[src/include/console_display_pkg.sv]
// Purpose: Shared constants and types for the console display selector.
// Assumes: Avalon-MM register window of four 32-bit words.
// Notes:   Widths follow the front-panel readouts.
package console_display_pkg;

   ////////////////////////////////////////////////////////////////////////
   // Readout widths
   localparam int DATA_WIDTH = 16;
   localparam int ADDR_WIDTH = 18;

   ////////////////////////////////////////////////////////////////////////
   // Register byte offsets on the bus
   localparam logic [3:0] CTRL_OFFSET   = 4'h0;
   localparam logic [3:0] DATA_OFFSET   = 4'h4;
   localparam logic [3:0] ADDR_OFFSET   = 4'h8;
   localparam logic [3:0] STATUS_OFFSET = 4'hc;

   // Control and status field positions
   localparam int CTRL_MMU_BIT    = 0;
   localparam int STATUS_VIRT_BIT = 5;
   localparam int STATUS_MSTR_BIT = 6;

   // Reset values
   localparam logic        CTRL_MMU_RESET = 1'b0;
   localparam logic [15:0] DATA_RESET     = 16'h0000;
   localparam logic [17:0] ADDR_RESET     = 18'h00000;

   // Upper three bits of a 16-bit address that select the top page
   localparam logic [2:0] TOP_PAGE_BITS = 3'h7;

   ////////////////////////////////////////////////////////////////////////
   // Readout selection states, one-hot
   typedef enum logic [4:0] {
      ST_RUN  = 5'h01,
      ST_HALT = 5'h02,
      ST_WAIT = 5'h04,
      ST_STEP = 5'h08,
      ST_CONS = 5'h10
   } sel_state_t;

endpackage : console_display_pkg

[src/include/addr_form_if.sv]
// Purpose: Carries an address between the selector and the address former.
// Assumes: Purely combinational path.
// Notes:   One modport for each side.
`timescale 1ns/100ps
`default_nettype none
interface addr_form_if;
   logic [17:0] raw;      // Address as held or as keyed in
   logic        mmu;      // Memory management installed
   logic        console;  // Processor not in run: halt, wait, step or console state
   logic [17:0] formed;   // Address to show and drive
   logic        virt;     // Shown value is a virtual address

   modport former (input raw, input mmu, input console,
                   output formed, output virt);
   modport user   (output raw, output mmu, output console,
                   input formed, input virt);
endinterface : addr_form_if
`default_nettype wire

[src/design/address_former.sv]
// Purpose: Forms the 18-bit shown address from a raw latch value.
// Assumes: Raw value carries a full 18 bits when memory management is in.
// Notes:   Combinational only.
`timescale 1ns/100ps
`default_nettype none
module address_former
   import console_display_pkg::*;
(
   addr_form_if.former port_f
);

   logic top_page;

   ////////////////////////////////////////////////////////////////////////
   // Top page detect on bits 15..13
   assign top_page = (port_f.raw[15:13] == TOP_PAGE_BITS);

   // Without memory management the top two bits only follow the top page;
   // switch bits 17 and 16 are discarded in that case.
   always_comb
   begin
      if (!port_f.mmu)
      begin
         port_f.formed = {{2{top_page}}, port_f.raw[15:0]};
         port_f.virt   = 1'b0;
      end
      else if (port_f.console)
      begin
         port_f.formed = port_f.raw;  // Full physical address
         port_f.virt   = 1'b0;
      end
      else
      begin
         port_f.formed = {2'b00, port_f.raw[15:0]}; // Virtual while running
         port_f.virt   = 1'b1;
      end
   end

endmodule : address_former
`default_nettype wire

[src/design/console_display_select.sv]
// Purpose: Selects what the console data and address readouts show.
// Assumes: Datapath, bus latch and key strobes are synchronous to i_clock.
// Notes:   Key done strobes are one-cycle pulses from the key sequencer.
`timescale 1ns/100ps
`default_nettype none
module console_display_select
   import console_display_pkg::*;
#(
   parameter int DW = DATA_WIDTH,
   parameter int AW = ADDR_WIDTH
)(
   input  wire logic          i_clock,
   input  wire logic          i_reset,
   // Datapath sources
   input  wire logic [DW-1:0] i_dmux_data,
   input  wire logic [DW-1:0] i_general_reg_zero,
   input  wire logic [DW-1:0] i_instruction_register_copy,
   input  wire logic [DW-1:0] i_processor_status_word,
   // Processor state
   input  wire logic          i_prog_halt,
   input  wire logic          i_prog_reset,
   input  wire logic          i_prog_wait,
   input  wire logic          i_single_step,
   input  wire logic          i_console_halt,
   input  wire logic          i_resume,
   // Bus address latch load
   input  wire logic          i_bar_load,
   input  wire logic [AW-1:0] i_bar_value,
   input  wire logic          i_dma_active,
   // Console keys
   input  wire logic          i_load_address_key,
   input  wire logic          i_deposit_key,
   input  wire logic          i_examine_key,
   input  wire logic [AW-1:0] i_switch_value,
   input  wire logic [DW-1:0] i_bus_read_data,
   // Readouts
   output logic      [DW-1:0] o_data_readout,
   output logic      [AW-1:0] o_address_readout,
   output logic      [AW-1:0] o_bus_address,
   output logic               o_virtual_shown,
   output logic               o_console_bus_master,
   // Avalon-MM slave
   input  wire logic [3:0]    i_avs_address,
   input  wire logic          i_avs_read,
   input  wire logic          i_avs_write,
   input  wire logic [31:0]   i_avs_writedata,
   input  wire logic [3:0]    i_avs_byteenable,
   output logic      [31:0]   o_avs_readdata,
   output logic               o_avs_waitrequest
);

   ////////////////////////////////////////////////////////////////////////
   // Declarations
   sel_state_t    state_q;
   sel_state_t    state_d;
   logic [AW-1:0] bar_q;
   logic [DW-1:0] data_q;
   logic [DW-1:0] data_d;
   logic [AW-1:0] addr_q;
   logic [DW-1:0] key_data_q;
   logic [AW-1:0] key_addr_q;
   logic          key_valid_q;
   logic          mmu_q;
   logic          master_q;
   logic          virt_q;
   logic          ack_q;
   logic [31:0]   rdata_q;
   logic          req;
   logic          key_any;

   addr_form_if form_bus ();

   ////////////////////////////////////////////////////////////////////////
   // Decode helpers

   // True when a byte offset names a mapped register
   function automatic logic is_mapped(input logic [3:0] off);
      is_mapped = (off == CTRL_OFFSET) || (off == DATA_OFFSET) ||
                  (off == ADDR_OFFSET) || (off == STATUS_OFFSET);
   endfunction : is_mapped

   assign key_any = i_load_address_key | i_deposit_key | i_examine_key;

   ////////////////////////////////////////////////////////////////////////
   // Readout selection state

   // Halt and reset outrank wait, wait outranks a console key and a key
   // outranks step; a key enters the console state so its result stays shown.
   always_comb
   begin
      state_d = state_q;
      if (i_prog_halt || i_prog_reset)
         state_d = ST_HALT;
      else if (i_prog_wait)
         state_d = ST_WAIT;
      else if (key_any)
         state_d = ST_CONS;
      else if (i_single_step || i_console_halt)
      begin
         if (state_q != ST_CONS)
            state_d = ST_STEP;
      end
      else if (i_resume)
         state_d = ST_RUN;
   end

   // State register
   always_ff @(posedge i_clock)
   begin
      if (i_reset)
         state_q <= ST_RUN;
      else
         state_q <= state_d;
   end

   ////////////////////////////////////////////////////////////////////////
   // Console bus mastership

   // Held from a programmed halt until the processor resumes
   always_ff @(posedge i_clock)
   begin
      if (i_reset)
         master_q <= 1'b0;
      else if (i_prog_halt)
         master_q <= 1'b1;
      else if (i_resume)
         master_q <= 1'b0;
   end

   ////////////////////////////////////////////////////////////////////////
   // Bus address latch

   // Only processor cycles and the load-address key load the latch; transfers by another master
   // leave it alone, so the readout may lag the last bus cycle.
   always_ff @(posedge i_clock)
   begin
      if (i_reset)
         bar_q <= ADDR_RESET;
      else if (i_load_address_key)
         bar_q <= i_switch_value;
      else if (i_bar_load && !i_dma_active)
         bar_q <= i_bar_value;
   end

   ////////////////////////////////////////////////////////////////////////
   // Key results

   // The word and address of the last key stay shown until the selection leaves the console state.
   // Examine and deposit take the address just held in the latch.
   always_ff @(posedge i_clock)
   begin
      if (i_reset)
      begin
         key_data_q  <= DATA_RESET;
         key_addr_q  <= ADDR_RESET;
         key_valid_q <= 1'b0;
      end
      else if (i_load_address_key)
      begin
         key_data_q  <= i_switch_value[DW-1:0];
         key_addr_q  <= i_switch_value;
         key_valid_q <= 1'b1;
      end
      else if (i_deposit_key)
      begin
         key_data_q  <= i_switch_value[DW-1:0];
         key_addr_q  <= bar_q;
         key_valid_q <= 1'b1;
      end
      else if (i_examine_key)
      begin
         key_data_q  <= i_bus_read_data;
         key_addr_q  <= bar_q;
         key_valid_q <= 1'b1;
      end
      else if (state_d != ST_CONS)
         key_valid_q <= 1'b0;
   end

   ////////////////////////////////////////////////////////////////////////
   // Address forming

   // Console operations use the key address; otherwise the live latch
   assign form_bus.raw     = (state_q == ST_CONS && key_valid_q) ?
                             key_addr_q : bar_q;
   assign form_bus.mmu     = mmu_q;
   assign form_bus.console = (state_q != ST_RUN);

   address_former u_former (
      .port_f (form_bus)
   );

   ////////////////////////////////////////////////////////////////////////
   // Data readout source

   // In run the readout is the datapath multiplexer itself
   always_comb
   begin
      case (state_q)
         ST_RUN:  data_d = i_dmux_data;
         ST_HALT: data_d = i_general_reg_zero;
         ST_WAIT: data_d = i_instruction_register_copy;
         ST_STEP: data_d = i_processor_status_word;
         ST_CONS: data_d = key_valid_q ? key_data_q :
                                         i_processor_status_word;
         default: data_d = i_dmux_data;
      endcase
   end

   ////////////////////////////////////////////////////////////////////////
   // Readout registers

   // Readouts follow their sources one clock late, which keeps the
   // panel drivers off combinational paths from the datapath.
   always_ff @(posedge i_clock)
   begin
      if (i_reset)
      begin
         data_q <= DATA_RESET;
         addr_q <= ADDR_RESET;
         virt_q <= 1'b0;
      end
      else
      begin
         data_q <= data_d;
         addr_q <= form_bus.formed;
         virt_q <= form_bus.virt;
      end
   end

   assign o_data_readout       = data_q;
   assign o_address_readout    = addr_q;
   assign o_bus_address        = addr_q;
   assign o_virtual_shown      = virt_q;
   assign o_console_bus_master = master_q;

   ////////////////////////////////////////////////////////////////////////
   // Avalon-MM slave

   // Every access waits exactly one cycle; read data is captured in
   // that first cycle so it stands on the accepting edge.
   assign req               = i_avs_read | i_avs_write;
   assign o_avs_waitrequest = req & ~ack_q;

   // Accept flag
   always_ff @(posedge i_clock)
   begin
      if (i_reset)
         ack_q <= 1'b0;
      else
         ack_q <= req & ~ack_q;
   end

   // Control register, written on the accepting edge
   always_ff @(posedge i_clock)
   begin
      if (i_reset)
         mmu_q <= CTRL_MMU_RESET;
      else if (i_avs_write && ack_q && i_avs_byteenable[0] &&
               i_avs_address == CTRL_OFFSET)
         mmu_q <= i_avs_writedata[CTRL_MMU_BIT];
   end

   // Read data; unmapped offsets read zero
   always_ff @(posedge i_clock)
   begin
      if (i_reset)
         rdata_q <= 32'h00000000;
      else if (i_avs_read && !ack_q)
      begin
         rdata_q <= 32'h00000000;
         if (is_mapped(i_avs_address))
         begin
            case (i_avs_address)
               CTRL_OFFSET:
                  rdata_q[CTRL_MMU_BIT] <= mmu_q;
               DATA_OFFSET:
                  rdata_q[DW-1:0] <= data_q;
               ADDR_OFFSET:
                  rdata_q[AW-1:0] <= addr_q;
               default:
               begin
                  rdata_q[4:0]             <= state_q;
                  rdata_q[STATUS_VIRT_BIT] <= virt_q;
                  rdata_q[STATUS_MSTR_BIT] <= master_q;
               end
            endcase
         end
      end
   end

   assign o_avs_readdata = rdata_q;

endmodule : console_display_select
`default_nettype wire

[config.mk]
export PLATFORM = sky130hd
export DESIGN_NAME = console_display_select
export DESIGN_NICKNAME = d
export VERILOG_FILES = /design/src/include/console_display_pkg.sv /design/src/include/addr_form_if.sv /design/src/design/address_former.sv /design/src/design/console_display_select.sv
export SDC_FILE = /design/constraint.sdc
export NUM_CORES = 1
export LEC_CHECK = 0
export BUFFER_PORTS_ARGS = -buffer_cell sky130_fd_sc_hd__buf_2
export CAP_MARGIN = 0
export CORE_ASPECT_RATIO = 0.8
export CORE_UTILIZATION = 43
export CTS_CLUSTER_DIAMETER = 30
export CTS_CLUSTER_SIZE = 8
export DETAILED_ROUTE_END_ITERATION = 8
export HOLD_SLACK_MARGIN = 0.1
export PLACE_DENSITY = 0.81
export SETUP_SLACK_MARGIN = 0.1
export SYNTH_ARGS = -nofsm -noshare
export SYNTH_HDL_FRONTEND = slang
export SYNTH_HIERARCHICAL = 1
export SYNTH_SLANG_ARGS = --single-unit
[constraint.sdc]
create_clock -name i_clock -period 2.4 [get_ports i_clock]
set_input_delay 0.12 -clock i_clock [delete_from_list [all_inputs] [get_ports i_clock]]
set_output_delay 0.12 -clock i_clock [all_outputs]
set_load 0.01 [all_outputs]
==> results list <==
- The run finished with clean final reports.
* Final setup TNS: 0 ns
- Synthesis produced 625 cells.
- In this run the register-to-register setup slack is 0.23 ns.
* H-tree Lvls: 4
- Number of warnings issued by yosys: 6
- Cell variety after synth: 48
- TritonRoute pass-1 iters: 5
* Post-place instance area: 6640 um2
* Number of nets in the finished design: 1,082
- In this run the remaining antenna-violating nets after routing total 0.
- Wire length per cell after detailed routing: 18.0 um
- Iteration-0 DRC Markers: 394
* Final clock skew: 0.0129 ns
* Insertion delay to the later sink of the worst-skew pair: 0.41 ns
- Worst min-delay path class: in2reg
* Placed Cells incl. Taps: 951
- Setup slack at placement: 0.284 ns
- The number of antenna diodes in the final layout is 0.
- Fraction of the cycle the final worst path needs: 90.3%
- Clock-pin transition on the worst setup and hold timing paths: 0.05 ns
- Setup repair after global routing left no endpoint under its margin.
- Dominant cells by area after synthesis: sky130_fd_sc_hd__dfxtp_1, sky130_fd_sc_hd__mux2i_1, sky130_fd_sc_hd__buf_4
- The initial utilization of the core area, before any placement, comes to 44.2%.
* Vias after detailed routing: 5,882
- TritonCTS created 17 clock buffers.
- Hold path depth: 3
- Cell internal power dissipation: 4.10 mW
- After clock tree synthesis, the flow added hold-fix buffers numbering 116.
- Summed over all layers, the global routing overflow is 0.
* Number of port buffers: 209
- Row Count: 37
* Psw: 1.35 mW
* Post-synth ARST share: 0%
- Largest net degree at the start of global routing: 67
- Max-slew violations: 0
* Slew @ Worst Pin: 0.698 ns
* Most used flip-flop cell after synthesis: sky130_fd_sc_hd__dfxtp_1
* Number of cells on the worst reg-to-reg path: 7
- In this run the biggest area consumer among cell types represents 40.1% of the synthesized area.
* Endpoints failing hold: 0
- Global routing consumed, over all layers together, 29.0% of the routing resources.
- Average size of a mapped cell: 9.10 um2
- Of all nets on the critical path, the largest fanout is 28.
- Number of register bits inferred by synthesis: 114
* Number of sinks handled by clock tree synthesis: 114
- The first global-routing pass estimated 29,600 um of wire.
- Post-route cell area: 8390 um2
- At the worst endpoint, the arrival time is 2.43 ns.
- Dividing total power by cell area gives a power density of 649 nW/um2.
- Routability-driven placement congestion ratio: 0.831
- For hold timing, the worst endpoint is key_data_q[3]$_SDFFE_PP0P_.
* Amount of wire on met2 after detailed routing: 9110 um
* Number of antenna violations at the first check in global routing: 0
- Once detailed placement completed, the half-perimeter wirelength came to 13,200 um.
* Worst IR Drop VDD: 0.473 mV
- After synthesis, flip-flops and latches occupy 40.1% of the total area.
- The worst register-to-register path ends at o_address_readout[17]$_SDFF_PP0_.
- The mapped netlist covers 5690 um2.
- Worst-case setup margin in the final layout: 0.233 ns
- The die is 131 um wide.
* Final cell count without fillers: 1,097
- By count the netlist is led by sky130_fd_sc_hd__dfxtp_1, sky130_fd_sc_hd__nor2_1, sky130_fd_sc_hd__buf_4.
- STA classifies the critical path startpoint as a register.
* Most frequent cell after synthesis: sky130_fd_sc_hd__dfxtp_1
- Core Footprint: 12,900 um2
* Met3 Routed Length: 1600 um
* Count of cells resized by post-cts repair: 0
* Clock network fraction of total power: 46.6%
* Max-cap violations: 0
* I/O pin count: 258
- Part of the power in combinational logic: 15.2%
- The clock period could shrink to 2.17 ns.
- Using the TritonRoute via totals, the vias-per-cell ratio works out to 5.36.
- Area growth, synth to finish: 47.5%
- Setup violation total in the final timing report: 0
* Sequential share of power: 38.3%
- Yosys mapped a number of flops with a built-in enable equal to 0.
- The highest layer touched by signal routing is met4.
- Endpoint required time on the critical path: 2.66 ns
- Of the cells placed in the final design, the portion with a size suffix greater than 1 is 32.3%.
* Die boundary height: 105 um
* Cell type contributing the most total cell area after synthesis: sky130_fd_sc_hd__dfxtp_1
- Maximum buffer depth of the clock tree: 2
- Power Total: 5.45 mW
* Net switching fraction of the power: 24.8%
- The startpoint identified for the worst hold timing path is i_bus_read_data[3].
* Critical Path End Type: register
- The via count of the first global-routing pass came to 5,629.
- Sum of routed wire segments on met1: 8530 um
* Relative slew slack: 53.5%
* Library cell used as clock root buffer: sky130_fd_sc_hd__clkbuf_16
- DRC violations left: 0
- The worst setup path is of the reg2reg kind.
- TritonCTS built the clock tree.
- The worst register-to-register path begins at state_q[4]$_SDFF_PP0_.
* Peak clock frequency supported by timing: 0.462 GHz
- Static power due to leakage: 3.80 nW
- The die covers 13,700 um2.
* Total routed wirelength: 19,700 um
- Post-CTS timing repair inserted 0 buffers for setup.
## stage by stage
stage | hold WS, ns | util [%]
2_1_floorplan | 0.199 | -
3_3_place_gp | 0.338 | 51.6
3_5_place_dp | 0.354 | 51.6
4_1_cts | 0.100 | 65.2
5_1_grt | 0.110 | 65.2
6_report | 0.108 | 65.2
## registers in the layout (all words and copies together) (netlist names)
name,cells
bar_q,18
key_valid_q,1
ack_q,1
key_data_q,16
o_virtual_shown,1
key_addr_q,18
form_bus.mmu,1
o_console_bus_master,1
state_q,5
o_data_readout,16
o_address_readout,18
o_avs_readdata,18
## worst max path at each step
| stage | slack, ns | startpoint | to | cells after the start |
|---|---|---|---|---|
| 6_report | 0.23 | state_q[4]$_SDFF_PP0_ | o_address_readout[17]$_SDFF_PP0_ | 7 |
| 5_1_grt | 0.14 | state_q[4]$_SDFF_PP0_ | o_address_readout[17]$_SDFF_PP0_ | 7 |
| 4_1_cts | 0.24 | state_q[4]$_SDFF_PP0_ | o_address_readout[17]$_SDFF_PP0_ | 7 |
| 3_5_place_dp | 0.28 | state_q[4]$_SDFF_PP0_ | o_address_readout[17]$_SDFF_PP0_ | 7 |
| 3_3_place_gp | 0.33 | state_q[4]$_SDFF_PP0_ | o_address_readout[17]$_SDFF_PP0_ | 7 |
| 2_1_floorplan | 0.12 | state_q[0]$_SDFF_PP1_ | o_address_readout[16]$_SDFF_PP0_ | 9 |
## metal layers
layer	global-route usage (%)	up-vias
met5	0	-
met4	11.2	0
met3	6.09	36
met2	46.9	299
met1	37.4	2739
li1	-	2808
## power by group through the flow
stage               Combinational (mW)  Sequential [mW]  Clock [mW]
floorplan                        0.424             2.10           0
global placement                 0.639             2.12           0
detailed placement               0.648             2.12           0
CTS                              0.806             2.08        2.56
global route                     0.892             2.09        2.65
finish                           0.826             2.09        2.54
## area by class of cell
cell class | count | area (um2)
Sequential cell | 114 | 2280
Timing Repair Buffer | 349 | 2400
Multi-Input combinational cell | 425 | 2880
Inverter | 4 | 15.0
Fill cell | 1064 | 4480
Clock inverter | 11 | 138
Tap cell | 175 | 219
Clock buffer | 19 | 453
## cells by family (layout without fill, tap and decap cells)
family | count (synthesis) | in the layout | synth area share, %
AOI/OAI and AO/OA | 174 | 174 | 22.1
xor gates and xnor gates | 1 | 1 | 0.154
buffers and inverters | 99 | 383 | 10.3
DFF | 114 | 114 | 40.1
muxes | 68 | 68 | 12.7
other | 1 | 14 | 0.0659
and+or+nand+nor | 168 | 168 | 14.5
## cells in the final DEF, fill, tap and decap left out, drive strengths merged, types with 25 or more instances in the layout
cell,synthesis,routed
buf,62,233
dlygate4sd3,0,116
dfxtp,114,114
nor2,54,54
nand2,45,45
mux2i,43,43
a22oi,42,42
a21oi,41,41
a211oi,37,37
nor2b,25,25
## critical path, stage by stage (launching register included)
cell and delay (ns):
sky130_fd_sc_hd__dfxtp_1 0.46, sky130_fd_sc_hd__or3b_1 0.48, sky130_fd_sc_hd__nor3_4 0.19, sky130_fd_sc_hd__buf_12 0.22
sky130_fd_sc_hd__mux2_2 0.39, sky130_fd_sc_hd__nand4b_4 0.10, sky130_fd_sc_hd__nand2_1 0.05, sky130_fd_sc_hd__nor2b_1 0.12
Note: power is estimated with default switching activity, not from simulation.
